### src/rtl/charger_regs_defines.vh
// Purpose: constants for the charger timer, thermal, misc and status register bank
// Assumes: 8-bit registers behind the serial engine's internal register port
// Notes:   definitions only
`ifndef CHARGER_REGS_DEFINES_VH
`define CHARGER_REGS_DEFINES_VH

// register offsets
`define ADDR_TERM_TIMER     8'h05
`define ADDR_THERMAL        8'h06
`define ADDR_MISC           8'h07
`define ADDR_STATUS         8'h08

// reset values
`define RST_TERM_TIMER      8'h9A
`define RST_THERMAL         8'h03
`define RST_MISC            8'h4B
`define RD_UNMAPPED         8'h00

// termination/timer register fields
`define TT_TERM_EN          7
`define TT_TERM_IND         6
`define TT_WDOG_HI          5
`define TT_WDOG_LO          4
`define TT_TIMER_EN         3
`define TT_DUR_HI           2
`define TT_DUR_LO           1

// thermal register field
`define TH_THR_HI           1
`define TH_THR_LO           0

// misc register fields
`define MI_FORCE_DET        7
`define MI_SLOWDOWN         6
`define MI_BATSW_DIS        5
`define MI_INT_CHG          1
`define MI_INT_BAT          0

// charge state codes
`define CS_IDLE             2'h0
`define CS_PRE              2'h1
`define CS_FAST             2'h2
`define CS_DONE             2'h3

// watchdog periods in seconds, code 00 disables
`define WDOG_OFF            2'h0
`define WDOG_S1             40
`define WDOG_S2             80
`define WDOG_S3             160

// safety timer durations in hours
`define DUR_H0              5
`define DUR_H1              8
`define DUR_H2              12
`define DUR_H3              20
`define SEC_PER_HOUR        3600

// timebase: the counters run in half-second ticks
`define HALF_TICK_MS        500
`define CLK_PERIOD_NS       100
`define HALF_TICK_CYCLES    (`HALF_TICK_MS * 1000000 / `CLK_PERIOD_NS)
`define TICKS_PER_SEC       2
`define TICK_STEP_FULL      2'h2
`define TICK_STEP_HALF      2'h1

`endif

### src/rtl/charger_timer_misc_status_regs.v
// Purpose: termination/timer, thermal, misc control and system status registers
// Assumes: serial engine presents one-cycle read/write strobes on clk_sys
// Notes:   status reads are live; safety and watchdog timers use a half-second tick
//
// How it works
// - termination enable bit, read/write, resets enabled, drives term_enable
// - indicator bit selects early status-high below 800 mA instead of normal
// - two-bit watchdog field: off, 40 s, 80 s, 160 s; resets to 40 s
// - safety timer runs only when enabled; 5/8/12/20 hours, resets 8 hours
// - two-bit thermal threshold: 60, 80, 100, 120 C; resets to 120 C
// - writing one forces port detection; self-clears when detection completes
// - slowdown bit halves safety timer rate during power limiting or thermal regulation
// - battery switch disable bit forces battery path transistor off
// - charge fault pulses interrupt only when its enable bit is set
// - battery fault pulses interrupt only when its enable bit is set
// - control registers reset to 9A, 03 and 4B
// - read-only status: source type, charge state, power-good flag and three regulation flags
// - source type codes: unknown, USB host, adapter, boost output
// - charge state codes: idle, pre-charge, fast charge, done
`timescale 1ns/1ns
`include "charger_regs_defines.vh"

module charger_timer_misc_status_regs #(
    parameter HALF_TICK_CYCLES = `HALF_TICK_CYCLES
) (
    input  wire       clk_sys,
    input  wire       reset,
    // register port from the serial engine
    input  wire [7:0] reg_addr,
    input  wire       reg_wr,
    input  wire [7:0] reg_wdata,
    input  wire       reg_rd,
    output reg  [7:0] reg_rdata,
    // charger core status
    input  wire [1:0] input_source_type,
    input  wire [1:0] charge_state,
    input  wire       power_limit_active,
    input  wire       power_good_flag,
    input  wire       thermal_reg_active,
    input  wire       min_system_regulation_active,
    input  wire       current_below_800ma,
    input  wire       detection_done,
    input  wire       charge_fault,
    input  wire       battery_fault,
    // settings and events toward the charger core
    output reg        term_enable,
    output reg        charge_status_high,
    output reg  [1:0] thermal_regulation_threshold,
    output reg        force_port_detection,
    output reg        battery_path_transistor_off,
    output reg        interrupt_pulse,
    output reg        watchdog_expired,
    output reg        safety_timer_expired
);

    reg  [7:0]  term_timer_reg;
    reg  [7:0]  thermal_reg;
    reg  [7:0]  misc_reg;
    reg  [31:0] tick_cnt_reg;
    reg  [9:0]  wdog_cnt_reg;
    reg  [18:0] safety_cnt_reg;
    wire        half_tick;
    wire [7:0]  status_live;
    wire        host_access;
    wire        charging;
    wire        slowed;
    wire [9:0]  wdog_limit;
    wire [18:0] safety_limit;
    wire [18:0] safety_step;

    // limits held as 32-bit constants so they can be cut to counter width on purpose
    localparam [31:0] WDOG_T1 = `WDOG_S1 * `TICKS_PER_SEC;
    localparam [31:0] WDOG_T2 = `WDOG_S2 * `TICKS_PER_SEC;
    localparam [31:0] WDOG_T3 = `WDOG_S3 * `TICKS_PER_SEC;
    // safety limits in quarter-second units: a full-rate half-second tick adds two
    localparam [31:0] DUR_T0  = `DUR_H0 * `SEC_PER_HOUR * `TICKS_PER_SEC * `TICK_STEP_FULL;
    localparam [31:0] DUR_T1  = `DUR_H1 * `SEC_PER_HOUR * `TICKS_PER_SEC * `TICK_STEP_FULL;
    localparam [31:0] DUR_T2  = `DUR_H2 * `SEC_PER_HOUR * `TICKS_PER_SEC * `TICK_STEP_FULL;
    localparam [31:0] DUR_T3  = `DUR_H3 * `SEC_PER_HOUR * `TICKS_PER_SEC * `TICK_STEP_FULL;
    localparam [7:0]  TT_INIT = `RST_TERM_TIMER;
    localparam [7:0]  TH_INIT = `RST_THERMAL;

    // watchdog period in half-second ticks
    function [9:0] wdog_ticks;
        input [1:0] code;
        begin
            case (code)
                2'h1:    wdog_ticks = WDOG_T1[9:0];
                2'h2:    wdog_ticks = WDOG_T2[9:0];
                2'h3:    wdog_ticks = WDOG_T3[9:0];
                default: wdog_ticks = 10'h000;
            endcase
        end
    endfunction

    // safety duration in quarter-second units; 20 hours needs the nineteenth bit
    function [18:0] dur_ticks;
        input [1:0] code;
        begin
            case (code)
                2'h0:    dur_ticks = DUR_T0[18:0];
                2'h1:    dur_ticks = DUR_T1[18:0];
                2'h2:    dur_ticks = DUR_T2[18:0];
                default: dur_ticks = DUR_T3[18:0];
            endcase
        end
    endfunction

    // live status word, nothing latched so a read sees the present state
    assign status_live = {input_source_type, charge_state, power_limit_active,
                          power_good_flag, thermal_reg_active,
                          min_system_regulation_active};

    assign host_access  = reg_wr | reg_rd;
    assign charging     = (charge_state == `CS_PRE) || (charge_state == `CS_FAST);
    assign slowed       = misc_reg[`MI_SLOWDOWN] &
                          (power_limit_active | thermal_reg_active);
    assign wdog_limit   = wdog_ticks(term_timer_reg[`TT_WDOG_HI:`TT_WDOG_LO]);
    assign safety_limit = dur_ticks(term_timer_reg[`TT_DUR_HI:`TT_DUR_LO]);
    assign half_tick    = (tick_cnt_reg == HALF_TICK_CYCLES - 1);
    // half step while slowed keeps the timer at half rate without a second divider
    assign safety_step  = slowed ? {17'h00000, `TICK_STEP_HALF} :
                                   {17'h00000, `TICK_STEP_FULL};

    // control registers; reserved bits stored as written by the host
    always @(posedge clk_sys) begin
        if (reset) begin
            term_timer_reg <= `RST_TERM_TIMER;
            thermal_reg    <= `RST_THERMAL;
            misc_reg       <= `RST_MISC;
        end else begin
            if (reg_wr && reg_addr == `ADDR_TERM_TIMER) begin
                term_timer_reg <= reg_wdata;
            end
            if (reg_wr && reg_addr == `ADDR_THERMAL) begin
                thermal_reg <= reg_wdata;
            end
            if (reg_wr && reg_addr == `ADDR_MISC) begin
                misc_reg <= reg_wdata;
            end else if (detection_done) begin
                // a host write in the same cycle wins, so a new request is kept
                misc_reg[`MI_FORCE_DET] <= 1'b0;
            end
        end
    end

    // read data registered one cycle after the strobe; unmapped reads zero
    always @(posedge clk_sys) begin
        if (reset) begin
            reg_rdata <= `RD_UNMAPPED;
        end else if (reg_rd) begin
            case (reg_addr)
                `ADDR_TERM_TIMER: reg_rdata <= term_timer_reg;
                `ADDR_THERMAL:    reg_rdata <= thermal_reg;
                `ADDR_MISC:       reg_rdata <= misc_reg;
                `ADDR_STATUS:     reg_rdata <= status_live;
                default:          reg_rdata <= `RD_UNMAPPED;
            endcase
        end
    end

    // shared half-second prescaler
    always @(posedge clk_sys) begin
        if (reset || half_tick) begin
            tick_cnt_reg <= 32'h00000000;
        end else begin
            tick_cnt_reg <= tick_cnt_reg + 32'h00000001;
        end
    end

    // host-link watchdog, restarted by any register access
    always @(posedge clk_sys) begin
        if (reset) begin
            wdog_cnt_reg     <= 10'h000;
            watchdog_expired <= 1'b0;
        end else begin
            watchdog_expired <= 1'b0;
            if (host_access || wdog_limit == 10'h000) begin
                wdog_cnt_reg <= 10'h000;
            end else if (half_tick) begin
                if (wdog_cnt_reg + 10'h001 >= wdog_limit) begin
                    wdog_cnt_reg     <= 10'h000;
                    watchdog_expired <= 1'b1;
                end else begin
                    wdog_cnt_reg <= wdog_cnt_reg + 10'h001;
                end
            end
        end
    end

    // pre-charge and fast-charge safety timer; quarter-second units so slowdown adds one not two
    always @(posedge clk_sys) begin
        if (reset) begin
            safety_cnt_reg       <= 19'h00000;
            safety_timer_expired <= 1'b0;
        end else if (!term_timer_reg[`TT_TIMER_EN] || !charging) begin
            safety_cnt_reg       <= 19'h00000;
            safety_timer_expired <= 1'b0;
        end else if (half_tick && !safety_timer_expired) begin
            safety_cnt_reg <= safety_cnt_reg + safety_step;
            // test the advanced count so the flag rises on the last tick, not one later
            if (safety_cnt_reg + safety_step >= safety_limit) begin
                safety_timer_expired <= 1'b1;
            end
        end
    end

    // settings out and event outputs, all registered
    always @(posedge clk_sys) begin
        if (reset) begin
            term_enable                  <= TT_INIT[`TT_TERM_EN];
            charge_status_high           <= 1'b0;
            thermal_regulation_threshold <= TH_INIT[`TH_THR_HI:`TH_THR_LO];
            force_port_detection         <= 1'b0;
            battery_path_transistor_off  <= 1'b0;
            interrupt_pulse              <= 1'b0;
        end else begin
            term_enable <= term_timer_reg[`TT_TERM_EN];
            // early mode goes high in fast charge once current drops below 800 mA
            charge_status_high <= (charge_state == `CS_DONE) ||
                                  (term_timer_reg[`TT_TERM_IND] &&
                                   charge_state == `CS_FAST &&
                                   current_below_800ma);
            thermal_regulation_threshold <= thermal_reg[`TH_THR_HI:`TH_THR_LO];
            force_port_detection         <= misc_reg[`MI_FORCE_DET];
            battery_path_transistor_off  <= misc_reg[`MI_BATSW_DIS];
            interrupt_pulse <= (charge_fault & misc_reg[`MI_INT_CHG]) |
                               (battery_fault & misc_reg[`MI_INT_BAT]);
        end
    end

endmodule

### config.mk
export PLATFORM = sky130hd
export DESIGN_NAME = charger_timer_misc_status_regs
export DESIGN_NICKNAME = d
export VERILOG_FILES = /design/src/rtl/charger_timer_misc_status_regs.v
export VERILOG_INCLUDE_DIRS = /design/src /design/src/rtl
export SDC_FILE = /design/constraint.sdc
export NUM_CORES = 1
export LEC_CHECK = 0
export ABC_CLOCK_PERIOD_IN_PS = 9800
export BUFFER_PORTS_ARGS = -buffer_cell sky130_fd_sc_hd__clkbuf_2
export CAP_MARGIN = 20
export CORE_MARGIN = 8
export CORE_UTILIZATION = 30
export CTS_BUF_LIST = sky130_fd_sc_hd__clkbuf_4 sky130_fd_sc_hd__clkbuf_8
export DETAILED_ROUTE_END_ITERATION = 12
export GPL_ROUTABILITY_DRIVEN = 0
export PLACE_DENSITY = 0.43
export SLEW_MARGIN = 20
export SYNTH_ARGS = -nofsm -noshare
export SYNTH_HDL_FRONTEND = slang
export SYNTH_SLANG_ARGS = --single-unit
### constraint.sdc
create_clock -name clk_sys -period 9.8 [get_ports clk_sys]
set_clock_uncertainty 0.2 [all_clocks]
set_input_delay 1.96 -clock clk_sys [delete_from_list [all_inputs] [get_ports clk_sys]]
set_output_delay 1.96 -clock clk_sys [all_outputs]
set_load 0.02 [all_outputs]
---- After elaboration in Yosys (flattened, before gate mapping) ----
Cells that the tools add are included.
word-level totals
  register bits after elaboration ......... 102
  output and inout port bits .............. 17
  bits of input ports ..................... 32
operators by class
  reduce and logical (&&, ||, !) cells .... 21
  muxes and demuxes ....................... 8
  bitwise operators ....................... 7
  order comparisons ....................... 2
  add/subtract/negate cells ............... 3
  equal/unequal tests ..................... 13
operator list
  cell                                                    count
  one-hot mux 19 bit (3 select lines)                     1
  adder 32 x 1 -> 32 bit (second input constant)          1
  equality test 32 x 23 -> 1 bit (second input constant)  1
  one-hot mux 8 bit (4 select lines)                      1
  one-hot mux 9 bit (3 select lines)                      1
  equality test 8 x 3 -> 1 bit (second input constant)    3
  adder 19 x 2 -> 19 bit                                  1
  greater-or-equal comparator 19 bit                      1
  adder 10 x 1 -> 10 bit (second input constant)          1
  equality test 2 bit (second input constant)             5
  greater-or-equal comparator 10 bit                      1
  zero test 10 bit                                        1
  two-way mux 10 bit                                      1
  equality test 8 x 4 -> 1 bit (second input constant)    1
  equality test 2 x 1 -> 1 bit (second input constant)    3
  logical AND 1 bit                                       6
  logical OR 1 bit                                        5
  OR reduction 2 bit                                      2
  AND 1 bit                                               3
  zero test 1 bit                                         3
  two-way mux 1 bit                                       3
  bitwise OR 1 bit                                        3
  OR reduction 3 bit                                      1
  zero test 2 bit                                         1
  4 further kinds                                         4

---- Logic depth before layout (Yosys ltp) ----
Gate-level depths: netlist of the first run.
  word-level depth ........................ 6
  depth in mapped cells ................... 16
  mapped depth without buffers ............ 16

---- Worst setup path before layout of the first run ----
Ideal clock, no wire load.
  path kind ............................... in2reg
  start ................................... input power_limit_active
  end ..................................... register safety_timer_expired
  path slack .............................. 4.765 ns
  cell stages on the path ................. 16
  data arrival time ....................... 4.740 ns
  path through ............................ o21ai_0 inv_1 ha_1 fa_1 inv_1 nor4_2 nand3_1 nor2_1 xor2_1 ha_1 nand4_1 nor2_1 nand3_1 nor4_1 a21oi_1 a221oi_1
between the ends
  word-level cells in the longest chain between the ends .. 6
RTL lines
  what                                line                                  RTL
  start, declared                     charger_timer_misc_status_regs.v:37   input wire power_limit_active,
  bitwise OR 1 bit                    charger_timer_misc_status_regs.v:117  (power_limit_active | thermal_reg_active);
  AND 1 bit                           charger_timer_misc_status_regs.v:116  assign slowed = misc_reg[`MI_SLOWDOWN] &
  two-way mux 2 bit                   charger_timer_misc_status_regs.v:122  assign safety_step = slowed ? {17'h00000, `TICK_STEP_HALF} :
  adder 19 x 2 -> 19 bit              charger_timer_misc_status_regs.v:202  if (safety_cnt_reg + safety_step >= safety_limit) begin
  greater-or-equal comparator 19 bit  charger_timer_misc_status_regs.v:202
  AND reduction 2 bit (no line)       -
  end signal, assigned                charger_timer_misc_status_regs.v:195  safety_timer_expired <= 1'b0;
  end signal, assigned                charger_timer_misc_status_regs.v:198  safety_timer_expired <= 1'b0;
  end signal, assigned                charger_timer_misc_status_regs.v:203  safety_timer_expired <= 1'b1;
  end, declared                       charger_timer_misc_status_regs.v:53   output reg safety_timer_expired
No other way between the ends.
A chain may end at the register's enable or synchronous reset.

---- Final worst setup path of the first run ----
Same ends and word-level chain as after synthesis.

==> results of run 1 <==
## per-stage QoR
stage | instance area (µm²) | cells | setup WS, ns
CTS | 5839 | 872 | 4.589
finish | 5846 | 872 | 4.568
global route | 5846 | 872 | 4.086
floorplan | 5220 | 604 | 4.765
global placement | 5649 | 856 | 4.280
detailed placement | 5649 | 856 | 4.180
## how the worst max path moves through the flow
| stage | from | to | slack [ns] | depth (start not counted) |
|---|---|---|---|---|
| floorplan | power_limit_active | safety_timer_expired$_SDFFE_PP0P_ | 4.76 | 16 |
| global placement | power_limit_active | safety_timer_expired$_SDFFE_PP0P_ | 4.28 | 15 |
| detailed placement | power_limit_active | safety_timer_expired$_SDFFE_PP0P_ | 4.18 | 17 |
| CTS | power_limit_active | safety_timer_expired$_SDFFE_PP0P_ | 4.59 | 17 |
| global route | power_limit_active | safety_timer_expired$_SDFFE_PP0P_ | 4.09 | 17 |
| finish | power_limit_active | safety_timer_expired$_SDFFE_PP0P_ | 4.57 | 17 |
## cell usage after synthesis (3+ instances only)
| master | count | area [µm²] |
|---|---|---|
| o21ai_0 | 7 | 35.03 |
| a21oi_1 | 31 | 155.2 |
| a21o_1 | 9 | 67.56 |
| nor4_1 | 8 | 50.05 |
| or2_2 | 4 | 25.02 |
| ha_1 | 29 | 362.9 |
| dfxtp_1 | 102 | 2042 |
| nand4_1 | 19 | 118.9 |
| a211o_1 | 10 | 87.58 |
| a211oi_1 | 3 | 22.52 |
| buf_2 | 8 | 40.04 |
| nand3_1 | 38 | 190.2 |
| xor2_1 | 45 | 394.1 |
| and2_1 | 4 | 25.02 |
| clkbuf_1 | 14 | 52.55 |
| nor3_1 | 8 | 40.04 |
| nand2_1 | 56 | 210.2 |
| xnor2_1 | 30 | 262.8 |
| and3_1 | 21 | 131.4 |
| nor3_2 | 6 | 60.06 |
| inv_1 | 18 | 67.56 |
| nand3b_1 | 3 | 22.52 |
| nor2b_1 | 5 | 31.28 |
| a222oi_1 | 8 | 80.08 |
| nor2_1 | 85 | 319.1 |
## logic make-up (layout without fill, tap and decap cells)
| group | after synthesis | in the layout |
|---|---|---|
| AO/OA/AOI/OAI | 80 | 80 |
| buffers and inverters | 42 | 85 |
| multiplexers | 2 | 2 |
| adder cells (fa/ha/maj) | 30 | 30 |
| AND/OR/NAND/NOR | 273 | 273 |
| flip-flops | 102 | 102 |
| XOR/XNOR | 75 | 75 |
## layer usage
layer | share of wire [%] | vias to the layer above
met3 | 3.9 | 8
met5 | 0 | -
met4 | 1.1 | 0
li1 | - | 2184
met1 | 47 | 1989
met2 | 48 | 56
## layout make-up
class / instances / area share, %
clock inverter: 6 / 0.8990
clock buffer: 10 / 2.354
multi-input combinational: 460 / 51.35
tap: 225 / 4.816
inverter: 18 / 1.156
sequential: 102 / 34.93
timing repair buffer: 51 / 4.495
## cell usage in the layout, fill, tap and decap left out, types with 3 or more instances in the layout
cell type / Yosys / layout
a211o_1: 10 / 10
a211oi_1: 3 / 3
a21o_1: 9 / 9
a21oi_1: 31 / 31
a222oi_1: 8 / 8
and2_1: 4 / 4
and3_1: 21 / 21
buf_4: 0 / 3
clkbuf_2: 0 / 48
clkbuf_8: 0 / 10
dfxtp_1: 102 / 102
ha_1: 29 / 29
inv_1: 18 / 18
nand2_1: 56 / 56
nand3_1: 38 / 38
nand3b_1: 3 / 3
nand4_1: 19 / 19
nor2_1: 85 / 85
nor2b_1: 5 / 5
nor3_1: 8 / 8
nor3_2: 6 / 5
nor4_1: 8 / 8
o21ai_0: 7 / 7
or2_2: 4 / 4
xnor2_1: 30 / 30
xor2_1: 45 / 45
## worst max-delay path, stage by stage
cell and delay, ns:
clkbuf_2 0.09, o21ai_0 0.19, inv_1 0.11, ha_1 0.20, fa_1 0.32, inv_1 0.10, nor4_2 0.45, nand3_1 0.30
nor2_1 0.19, xor2_1 0.09, ha_1 0.30, nand4_1 0.15, nor2_1 0.18, nand3_1 0.09, nor4_1 0.25, a21oi_1 0.10
a221oi_1 0.24
## where the power goes
part           switching [W]  internal, W  total [W]
registers         0.00000132     0.000416   0.000417
logic              0.0000185   0.00000865  0.0000271
clock network       0.000162     0.000103   0.000266
==> results by group, run 1 <==
Clock tree
  • Sink Count: between 100 and 150
  • Cts repair resizes: 0
  • CTS Buf Count: 9
  • CTS root buf: clkbuf_8
  • CTS H-tree lvls: 3
  • CTS Buffer Depth: 2
  • CTS tree: yes
  • Worst-skew pair later-pin latency: ~0.38 ns
  • Clk slew on worst S/H paths: 0.11 ns
  • Hold_buf cts: 0
  • # Post-CTS Setup Buffers: 0

Detailed routing
  • Wire per inst: 14.33 µm
  • Total wire length: 12500 µm
  • Initial drt markers: around 230
  • Number of vias per cell: roughly 4.9
  • Via Count: 4237
  • Drt drc: 0
  • TritonRoute pass-1 iters: 5
  • Post-route ant nets: 0

Layout
  • Fin nets: 704
  • Area delta synth->final: 11.98%
  • N_diodes: 0
  • Max reg flops: 32
  • Post-layout util: 34.03%
  • Share of cells above drive strength 1: 13.14%
  • Register area: roughly 2000 µm²
  • Fill cell count: 1846
  • Multi-input gate area: 3002 µm²

Timing
  • Final setup vio count: 0
  • RSZ-0062 raised after global routing: no
  • Min Tclk post-route: 5.232 ns
  • Setup TNS: 0 ns
  • Slew HR: ~36%
  • Max-slew violation count: 0
  • Fmax: approximately 190 MHz
  • Final hold vios: 0
  • Final worst path period share: about 53%
  • Slew of the pin with the lowest slew margin: 0.9511 ns
  • Hold_ws: between 0.2 and 0.3 ns

Min path
  • Hold-critical path depth: 2
  • Min-delay worst type: reg -> reg
  • HP Start: thermal_reg[5]$_SDFFE_PP0P_
  • Hold endpoint: thermal_reg[5]$_SDFFE_PP0P_

Power and ir drop
  • Pwr Total: 0.0007103 W
  • Worst VDD drop: roughly 60 µV
  • PwrDens: about 120 nW/µm²
  • Leakage power: 2.233 nW

Critical path
  • R2r endpoint: safety_timer_expired$_SDFFE_PP0P_
  • Critical Path Source Type: input port
  • Crit path DAT: 5.32 ns
  • Critical path type: in -> reg
  • FF-to-FF path depth: 16
  • Setup slack, reg-to-reg: between 5 and 6 ns
  • Crit Path Max Fanout: 6
  • RR Startpoint: misc_reg[6]$_SDFFE_PP1P_
  • Crit path capture type: flop
  • CP Data Required Time: 9.89 ns

Die
  • Full die area: 21880 µm²
  • Core area: roughly 17000 µm²
  • Die height: 147.9 µm
  • I/O pin count: 49
  • Die X: 147.9 µm
  • Row Count: 48
  • Initial Util: 30.39%

Place
  • Detailed Place HPWL: between 8000 and 9000 µm
  • PortBufs: 48

Logic synthesis
  • Xor-xnor portion of the synthesized cell area: 12.58%
  • Yosys reg bits: 102
  • Mux share of post-synthesis cell area: 0.3835%
  • Post-Synth Simple-Gate Area: approximately a quarter
  • Mapped cell area: 5220 µm²
  • Post-synthesis adder-cell area fraction: 7.335%
  • Sequential share of the synthesized area: 39.12%
  • Ys async rst share: 0%
  • Main combinational cell family by area after synthesis: simple AND/OR/NAND/NOR gates
  • Main synth FF type: dfxtp_1
  • Gate Count Post-Synth: 604
  • Number of synthesized flops with an enable pin: 0
  • Synth Area in Compound Gates: 10.33%
  • Yosys warns: 0
  • Count of cell types in the netlist: 52
  • Syn_area_per_cell: just under 9 µm²
  • Syn nets: 666

Global route
  • Global-route wire length before repair: 20730 µm
  • Largest net degree at the start of global routing: 38
  • Antenna violations before repair: 0
  • Remaining global-route overflow: 0
  • Global-route total usage across every layer: 11.73%
  • GR Util met2: 19.43%
  • Number of global-route vias before repair: 4088
  • Gr busiest metal: met2
  • Met1 Use GR: 14.60%
  • Global routing usage on met3: 3.393%

Run status
  • Status: finished clean

Job
  • Max Cap Viol: 0
No activity file was read; power rests on OpenSTA's default activity.
==> inputs of run 2 (changes only) <==
--- a/config.mk
+++ b/config.mk
@@ -6,7 +6,8 @@
 export SDC_FILE = /design/constraint.sdc
 export NUM_CORES = 1
 export LEC_CHECK = 0
-export ABC_CLOCK_PERIOD_IN_PS = 9800
+export ABC_AREA = 1
+export ABC_CLOCK_PERIOD_IN_PS = 5450
 export BUFFER_PORTS_ARGS = -buffer_cell sky130_fd_sc_hd__clkbuf_2
 export CAP_MARGIN = 20
 export CORE_MARGIN = 8
==> constraint.sdc (replaced) <==
create_clock -name clk_sys -period 5.45 [get_ports clk_sys]
set_clock_uncertainty 0.2 [all_clocks]
set_input_delay 1.09 -clock clk_sys [delete_from_list [all_inputs] [get_ports clk_sys]]
set_output_delay 1.09 -clock clk_sys [all_outputs]
set_load 0.02 [all_outputs]
==> run 2 against run 1 <==
Die area grew 9.0%. Cell area grew 10%. Combinational power grew 100%. First-iteration DRC count grew 29%. Hold slack lost 0.0061 ns. Via count grew 22%. Utilization grew 0.23 points. Sequential power grew 80%. Flip-flop and latch count is the same. Synthesized cell count grew 36%. Critical endpoint unchanged.
==> results by group, run 2 <==
Run status
  • Status: finished clean

Timing
  • Slew HR: 49.52% (+13 points)
  • Final hold vios: 0 (unchanged)
  • Final setup vio count: 0 (unchanged)
  • Setup TNS: 0 ns (unchanged)
  • Fmax: 255.9 MHz
  • Max-slew violation count: 0 (unchanged)
  • Min Tclk post-route: 3.907 ns
  • Final worst path period share: around 72%
  • Slew of the pin with the lowest slew margin: 0.7525 ns (-0.1986 ns)
  • RSZ-0062 raised after global routing: no

Detailed routing
  • TritonRoute pass-1 iters: 4 (-1)
  • Drt drc: 0 (unchanged)
  • Total wire length: 15460 µm (+24%)
  • Post-route ant nets: 0 (unchanged)
  • Wire per inst: 13.91 µm (-2.9%)
  • Initial drt markers: 292 (+29%)
  • Via Count: 5186 (+22%)
  • Number of vias per cell: 4.668 (-3.9%)

Logic synthesis
  • Gate Count Post-Synth: 824 (+36%)
  • Syn nets: 886 (+33%)
  • Post-synth top area share: 35.51% (-3.6 points)
  • Number of synthesized flops with an enable pin: 0 (unchanged)
  • Yosys warns: 0 (unchanged)
  • Count of cell types in the netlist: 46 (-12%)
  • Synth top cells by count: nand2_1, inv_1, nor2_1
  • Ys async rst share: 0% (unchanged)
  • Syn_area_per_cell: 6.979 µm² (-19%)
  • Sequential share of the synthesized area: 35.51% (-3.6 points)
  • Main synth FF type: dfxtp_1
  • Most frequent cell after synthesis: nand2_1
  • Yosys top cell by area: dfxtp_1
  • Synth top area cells: dfxtp_1, nand2_1, inv_1
  • Yosys reg bits: 102 (unchanged)
  • Mapped cell area: 5751 µm² (+10%)

Clock tree
  • # Post-CTS Setup Buffers: 0 (unchanged)
  • CTS Buf Count: 9 (unchanged)
  • Cts repair resizes: 0 (unchanged)
  • Sink Count: 102 (unchanged)
  • CTS H-tree lvls: 3 (unchanged)
  • CTS root buf: clkbuf_8
  • Worst-skew pair later-pin latency: 0.40 ns (+0.02 ns)
  • Hold_buf cts: 0 (unchanged)
  • CTS tree: yes
  • Clk slew on worst S/H paths: 0.10 ns (about the same)
  • CTS Buffer Depth: 2 (unchanged)

Global route
  • Largest net degree at the start of global routing: 33 (-13%)
  • Number of global-route vias before repair: 5122 (+25%)
  • Global-route wire length before repair: 25840 µm (+25%)
  • Global-route total usage across every layer: 13.37% (+1.6 points)
  • Remaining global-route overflow: 0 (unchanged)
  • Antenna violations before repair: 0 (unchanged)

Critical path
  • CP top delay family: adder cells
  • CP max stage delay: 0.44 ns (about the same)
  • Worst path cell trace: clkbuf_2 -> o21ai_0 -> inv_1 -> ha_1 -> fa_1 -> nand3_1 -> inv_1 -> nand4_1 -> xor2_1 -> ha_1 -> a21oi_1 -> nor2_1 -> nor3_1 -> o21ai_0 -> nor2_1 -> nand3_1 -> nand2_1 -> a21oi_1
  • Crit path DAT: 3.97 ns (-1.35 ns)
  • Critical path type: in -> reg
  • Critical Path Source Type: input port
  • CP Data Required Time: 5.51 ns (-4.38 ns)
  • CP bufs+invs: 3 (unchanged)
  • Cell at the slowest stage of the critical path: o21ai_0
  • Crit path capture type: flop
  • Crit Path Max Fanout: 4 (-2)

Power and ir drop
  • Worst VDD drop: 120.3 µV (+100%)
  • Leakage power: 2.602 nW (+17%)
  • Combinational share of power: 4.1% (+0.3 points)
  • Int Pwr: 0.0009979 W (+89%)
  • Sw Ratio: 25.41% (-0.24 points)
  • Sequential Power Share: 56.0% (-2.7 points)
  • Clk network pwr share: 39.9% (+2.5 points)
  • Pwr Total: 0.001338 W (+88%)
  • Sw Pwr: 0.0003400 W (+87%)
  • PwrDens: 208.1 nW/µm² (+71%)

Layout
  • Share of cells above drive strength 1: 11.97% (-1.2 points)
  • Max reg flops: 32 (unchanged)
  • Fill cell count: 2105 (+14%)
  • Most frequent cells in the layout: nand2_1, inv_1, nor2_1
  • Most common cell after layout, fill and taps aside: nand2_1
  • N_diodes: 0 (unchanged)
  • Fin nets: 934 (+33%)
  • Area delta synth->final: 11.81%

Die
  • I/O pin count: 49 (unchanged)
  • Row Count: 50 (+4.2%)
  • Full die area: 23850 µm² (+9.0%)
  • Die height: 154.5 µm (+4.4%)
  • Core area: 18770 µm² (+9.3%)
  • Die X: 154.5 µm (+4.4%)
  • Initial Util: 30.64% (+0.25 points)

Job
  • Max Cap Viol: 0 (unchanged)

Place
  • PortBufs: 48 (unchanged)
  • Detailed Place HPWL: 11700 µm (+30%)

Min path
  • Min-delay worst type: reg -> reg
-- run 2: changes by cell type after synthesis, moves of 10 or more --
cell / delta
a211o_1: -10
a21oi_1: +12
and3_1: -21
clkbuf_1: -11
inv_1: +91
nand2_1: +118
nor2_1: +19
nor3_1: +17
o21ai_0: +54
xnor2_1: -24
xor2_1: -28
-- run 2: area by class of cell --
type | instances | area (µm²) | area share, %
Timing Repair Buffer | 50 | 255.2 | 3.970
Clock buffer | 10 | 137.6 | 2.140
Inverter | 115 | 432.9 | 6.733
Tap cell | 234 | 292.8 | 4.553
Multi-Input combinational cell | 594 | 3197 | 49.72
Clock inverter | 6 | 72.57 | 1.129
Sequential cell | 102 | 2042 | 31.76
-- run 2: cell families (layout without fill, tap and decap cells) --
family,Yosys count,after routing,share of synthesized area [%]
AOI/OAI and AO/OA,131,131,12.92
DFF,102,102,35.51
and+or+nand+nor,410,410,32.51
adders and majority gates,30,30,6.658
buffers and inverters,128,181,8.899
xor gates and xnor gates,23,23,3.503
-- run 2: worst reg2reg max path, delay by kind of cell (launching register included) --
family | cells | cell delay (ns)
xor gates and xnor gates | 1 | 0.18
and+or+nand+nor | 14 | 1.52
adders and majority gates | 2 | 0.64
AOI/OAI and AO/OA | 2 | 0.35
DFF | 1 | 0.39
-- run 2: power groups by stage --
| stage | Sequential, W | Combinational, W | Clock (W) |
|---|---|---|---|
| after global routing | 0.000751 | 0.0000613 | 0.000588 |
| after floorplan | 0.000768 | 0.0000277 | 0 |
| after CTS | 0.000750 | 0.0000560 | 0.000561 |
| after detailed placement | 0.000767 | 0.0000557 | 0 |
| after global placement | 0.000767 | 0.0000559 | 0 |
| final | 0.000750 | 0.0000549 | 0.000533 |
-- run 2: per-layer routing --
metal	up-vias	global-route usage (%)	share of wire, %
li1	2774	-	-
met1	2344	17.14	50
met2	54	22.07	46
met3	14	2.898	2.8
met4	0	3.966	1.3
met5	-	0	0
-- run 2: worst paths after layout --
kind / start / end / slack (ns) / cells past startpoint
setup / recovery: power_limit_active / safety_timer_expired$_SDFFE_PP0P_ / 1.54 / 18
hold / removal: safety_cnt_reg[0]$_SDFFE_PP0P_ / safety_cnt_reg[0]$_SDFFE_PP0P_ / 0.26 / 2
setup reg to reg: misc_reg[6]$_SDFFE_PP1P_ / safety_timer_expired$_SDFFE_PP0P_ / 2.11 / 19
hold reg to reg: safety_cnt_reg[0]$_SDFFE_PP0P_ / safety_cnt_reg[0]$_SDFFE_PP0P_ / 0.26 / 2
-- run 2: per-stage QoR --
step                      instances  hold WS, ns  instance area, µm²  util [%]  setup slack, ns
after floorplan                 824       0.2004                5751         -            1.646
after CTS                      1111       0.2601                6430     34.26            1.505
final                          1111       0.2560                6430     34.26            1.543
after global routing           1111       0.2717                6430     34.26            1.247
after detailed placement       1095       0.2318                6220     33.14            1.076
after global placement         1095       0.2306                6220     33.14            1.145
==> inputs of run 3 (changes only) <==
--- a/config.mk
+++ b/config.mk
@@ -7,7 +7,7 @@
 export NUM_CORES = 1
 export LEC_CHECK = 0
 export ABC_AREA = 1
-export ABC_CLOCK_PERIOD_IN_PS = 5450
+export ABC_CLOCK_PERIOD_IN_PS = 3450
 export BUFFER_PORTS_ARGS = -buffer_cell sky130_fd_sc_hd__clkbuf_2
 export CAP_MARGIN = 20
 export CORE_MARGIN = 8
@@ -15,7 +15,7 @@
 export CTS_BUF_LIST = sky130_fd_sc_hd__clkbuf_4 sky130_fd_sc_hd__clkbuf_8
 export DETAILED_ROUTE_END_ITERATION = 12
 export GPL_ROUTABILITY_DRIVEN = 0
-export PLACE_DENSITY = 0.43
+export PLACE_DENSITY = 0.44
 export SLEW_MARGIN = 20
 export SYNTH_ARGS = -nofsm -noshare
 export SYNTH_HDL_FRONTEND = slang
==> constraint.sdc (replaced) <==
create_clock -name clk_sys -period 3.45 [get_ports clk_sys]
set_clock_uncertainty 0.2 [all_clocks]
set_input_delay 0.69 -clock clk_sys [delete_from_list [all_inputs] [get_ports clk_sys]]
set_output_delay 0.69 -clock clk_sys [all_outputs]
set_load 0.02 [all_outputs]
==> run 3 against run 2 <==
Clock power increased by 41%. Setup slack lost 1.2 ns. Critical path type is now reg -> reg. Power is 52% higher. First-iteration DRC count is 19% lower. Final cell count rose by 1.6%. Clock-buffer cell count shrank 1. Global-route usage down 0.12 points. Utilization rose by 0.62 points.
==> results by group, run 3 (synthesis results as in run 2) <==
Min path
  • HP Start: thermal_reg[0]$_SDFFE_PP1P_
  • Min-delay worst type: reg -> reg

Layout
  • Most common cell after layout, fill and taps aside: nand2_1
  • N_diodes: 0 (unchanged)
  • Fin nets: 953 (+2.0%)
  • Non-filler cells, final: 1129 (+1.6%)
  • Area delta synth->final: 13.84%
  • Most frequent cells in the layout: nand2_1, inv_1, nor2_1
  • Share of cells above drive strength 1: 13.97% (+2.0 points)
  • Max reg flops: 32 (unchanged)

Detailed routing
  • TritonRoute pass-1 iters: 4 (unchanged)
  • Drt drc: 0 (unchanged)
  • Post-route ant nets: 0 (unchanged)
  • Number of vias per cell: 4.655 (-0.29%)
  • Total wire length: 15330 µm (-0.81%)
  • Via Count: 5255 (+1.3%)
  • Wire per inst: 13.58 µm (-2.4%)
  • Initial drt markers: 237 (-19%)

Job
  • Max Cap Viol: 0 (unchanged)

Critical path
  • CP Data Required Time: 3.57 ns (-1.94 ns)
  • Cell at the slowest stage of the critical path: dfxtp_1
  • Crit path capture type: flop
  • CP max stage delay: 0.40 ns (-0.04 ns)
  • Critical path type: reg -> reg
  • Crit Path Max Fanout: 3 (-1)
  • CP bufs+invs: 1 (-2)
  • CP top delay family: simple AND/OR/NAND/NOR gates
  • Critical Path Source Type: flop
  • RR Startpoint: misc_reg[6]$_SDFFE_PP1P_
  • Worst path cell trace: o21ai_2 -> buf_4 -> ha_1 -> nand3_1 -> nand2_1 -> nand2_1 -> nor2_2 -> nand3_1 -> xor2_1 -> ha_1 -> nand2_1 -> nor2_1 -> nand2_1 -> nor2_1 -> nand3_1 -> nor2_1 -> nand2_1 -> nand3_1 -> nand2_1 -> a21oi_1
  • Crit. Startpoint: misc_reg[6]$_SDFFE_PP1P_
  • Crit path DAT: 3.27 ns (-0.70 ns)
  • CP most frequent cell: nand2_1

Global route
  • Global-route total usage across every layer: 13.25% (-0.12 points)
  • Number of global-route vias before repair: 5075 (-0.92%)
  • Antenna violations before repair: 0 (unchanged)
  • Global-route wire length before repair: 25740 µm (-0.38%)
  • Largest net degree at the start of global routing: 33 (unchanged)
  • Remaining global-route overflow: 0 (unchanged)

Clock tree
  • CTS Buf Count: 9 (unchanged)
  • Worst-skew pair later-pin latency: 0.39 ns (about the same)
  • CTS tree: yes
  • Sink Count: 102 (unchanged)
  • Clk slew on worst S/H paths: 0.12 ns (+0.02 ns)
  • # Post-CTS Setup Buffers: 0 (unchanged)
  • CTS Buffer Depth: 2 (unchanged)
  • CTS H-tree lvls: 3 (unchanged)
  • CTS root buf: clkbuf_8

Timing
  • Fmax: 317.5 MHz
  • RSZ-0062 raised after global routing: no
  • Final hold vios: 0 (unchanged)
  • Final worst slack: 0.3003 ns (-1.242 ns)
  • Slew HR: 59.87% (+10 points)
  • Final worst path period share: 91.30%
  • Final setup vio count: 0 (unchanged)
  • Slew of the pin with the lowest slew margin: 0.5998 ns (-0.1527 ns)
  • Hold_ws: 0.2503 ns (-0.005717 ns)
  • Min Tclk post-route: 3.150 ns
  • Max-slew violation count: 0 (unchanged)
  • Setup TNS: 0 ns (unchanged)

Place
  • DP Worst Slack: -0.2768 ns (-1.353 ns)
  • PortBufs: 48 (unchanged)
  • Placed insts: 1114 (+1.7%)
  • Detailed Place HPWL: 11760 µm (+0.50%)

Die
  • Die X: 154.5 µm (unchanged)
  • Die height: 154.5 µm (unchanged)
  • Initial Util: 30.64% (unchanged)
  • Core area: 18770 µm² (unchanged)
  • I/O pin count: 49 (unchanged)
  • Full die area: 23850 µm² (unchanged)
  • Row Count: 50 (unchanged)

Run status
  • Status: finished clean

Power and ir drop
  • Leakage power: 2.683 nW (+3.1%)
  • PwrDens: 309.6 nW/µm² (+49%)
  • Pwr Total: 0.002027 W (+52%)
  • Worst VDD drop: 184.2 µV (+53%)
run 3: cell types whose count changed in the layout (fill, tap and decap cells not counted):
cell,delta
buf_4,+19
bufinv_16,-1
clkbuf_8,-1
clkinv_4,+1
inv_6,-1
inv_8,+1
nor2_1,-1
nor2_2,+1
o21ai_0,-1
o21ai_2,+1
run 3: layer usage:
| layer | part of all wire, % | wire, µm | global-route usage (%) | vias up |
|---|---|---|---|---|
| li1 | - | - | - | 2823 |
| met3 | 3.8 | 576 | 3.288 | 7 |
| met1 | 51 | 7797 | 17.60 | 2354 |
| met2 | 45 | 6832 | 21.17 | 71 |
| met5 | 0 | 0 | 0 | - |
| met4 | 0.82 | 126 | 3.126 | 0 |
run 3: what timing repair did:
action	CTS	global route
endpoints found under the hold margin	0	0
setup endpoints to repair	0	1
resized for setup	0	3
hold buffers	0	0
run 3: area by class of cell:
type	instances	area, µm²
fillers	2059	12220
clock buffers	9	123.9
flip-flops and latches	102	2042
repair buffers	69	397.9
clock inverters	6	53.80
inverters	115	432.9
multi-input cells	594	3203
well taps	234	292.8
run 3: worst paths after layout:
check	to	slack, ns	depth (start not counted)
worst max register to register	safety_timer_expired$_SDFFE_PP0P_	0.30	20
worst max-delay path	safety_timer_expired$_SDFFE_PP0P_	0.30	20
worst min-delay path	thermal_regulation_threshold[0]$_SDFF_PP1_	0.25	2
worst min register to register	thermal_regulation_threshold[0]$_SDFF_PP1_	0.25	2
run 3: stage by stage:
stage	cell area (µm²)	util, %
2_1_floorplan	5751	-
3_3_place_gp	6362	33.90
3_5_place_dp	6362	33.90
4_1_cts	6540	34.85
5_1_grt	6546	34.88
6_report	6546	34.88
run 3: report_power, final:
group           total, W  switching, W  leakage (nW)  internal (W)
combinational  0.0000918     0.0000595          1.77     0.0000323
sequential       0.00118    0.00000256         0.823       0.00118
clock           0.000751      0.000478        0.0886      0.000273
total            0.00203      0.000540          2.68       0.00149
run 3: worst reg2reg max path, delay by kind of cell (launching register included):
kind	cells	cell delay (ns)
AND/OR/NAND/NOR	14	1.41
adder cells (fa/ha/maj)	2	0.55
flip-flops	1	0.40
AO/OA/AOI/OAI	2	0.21
XOR/XNOR	1	0.17
buffers and inverters	1	0.14
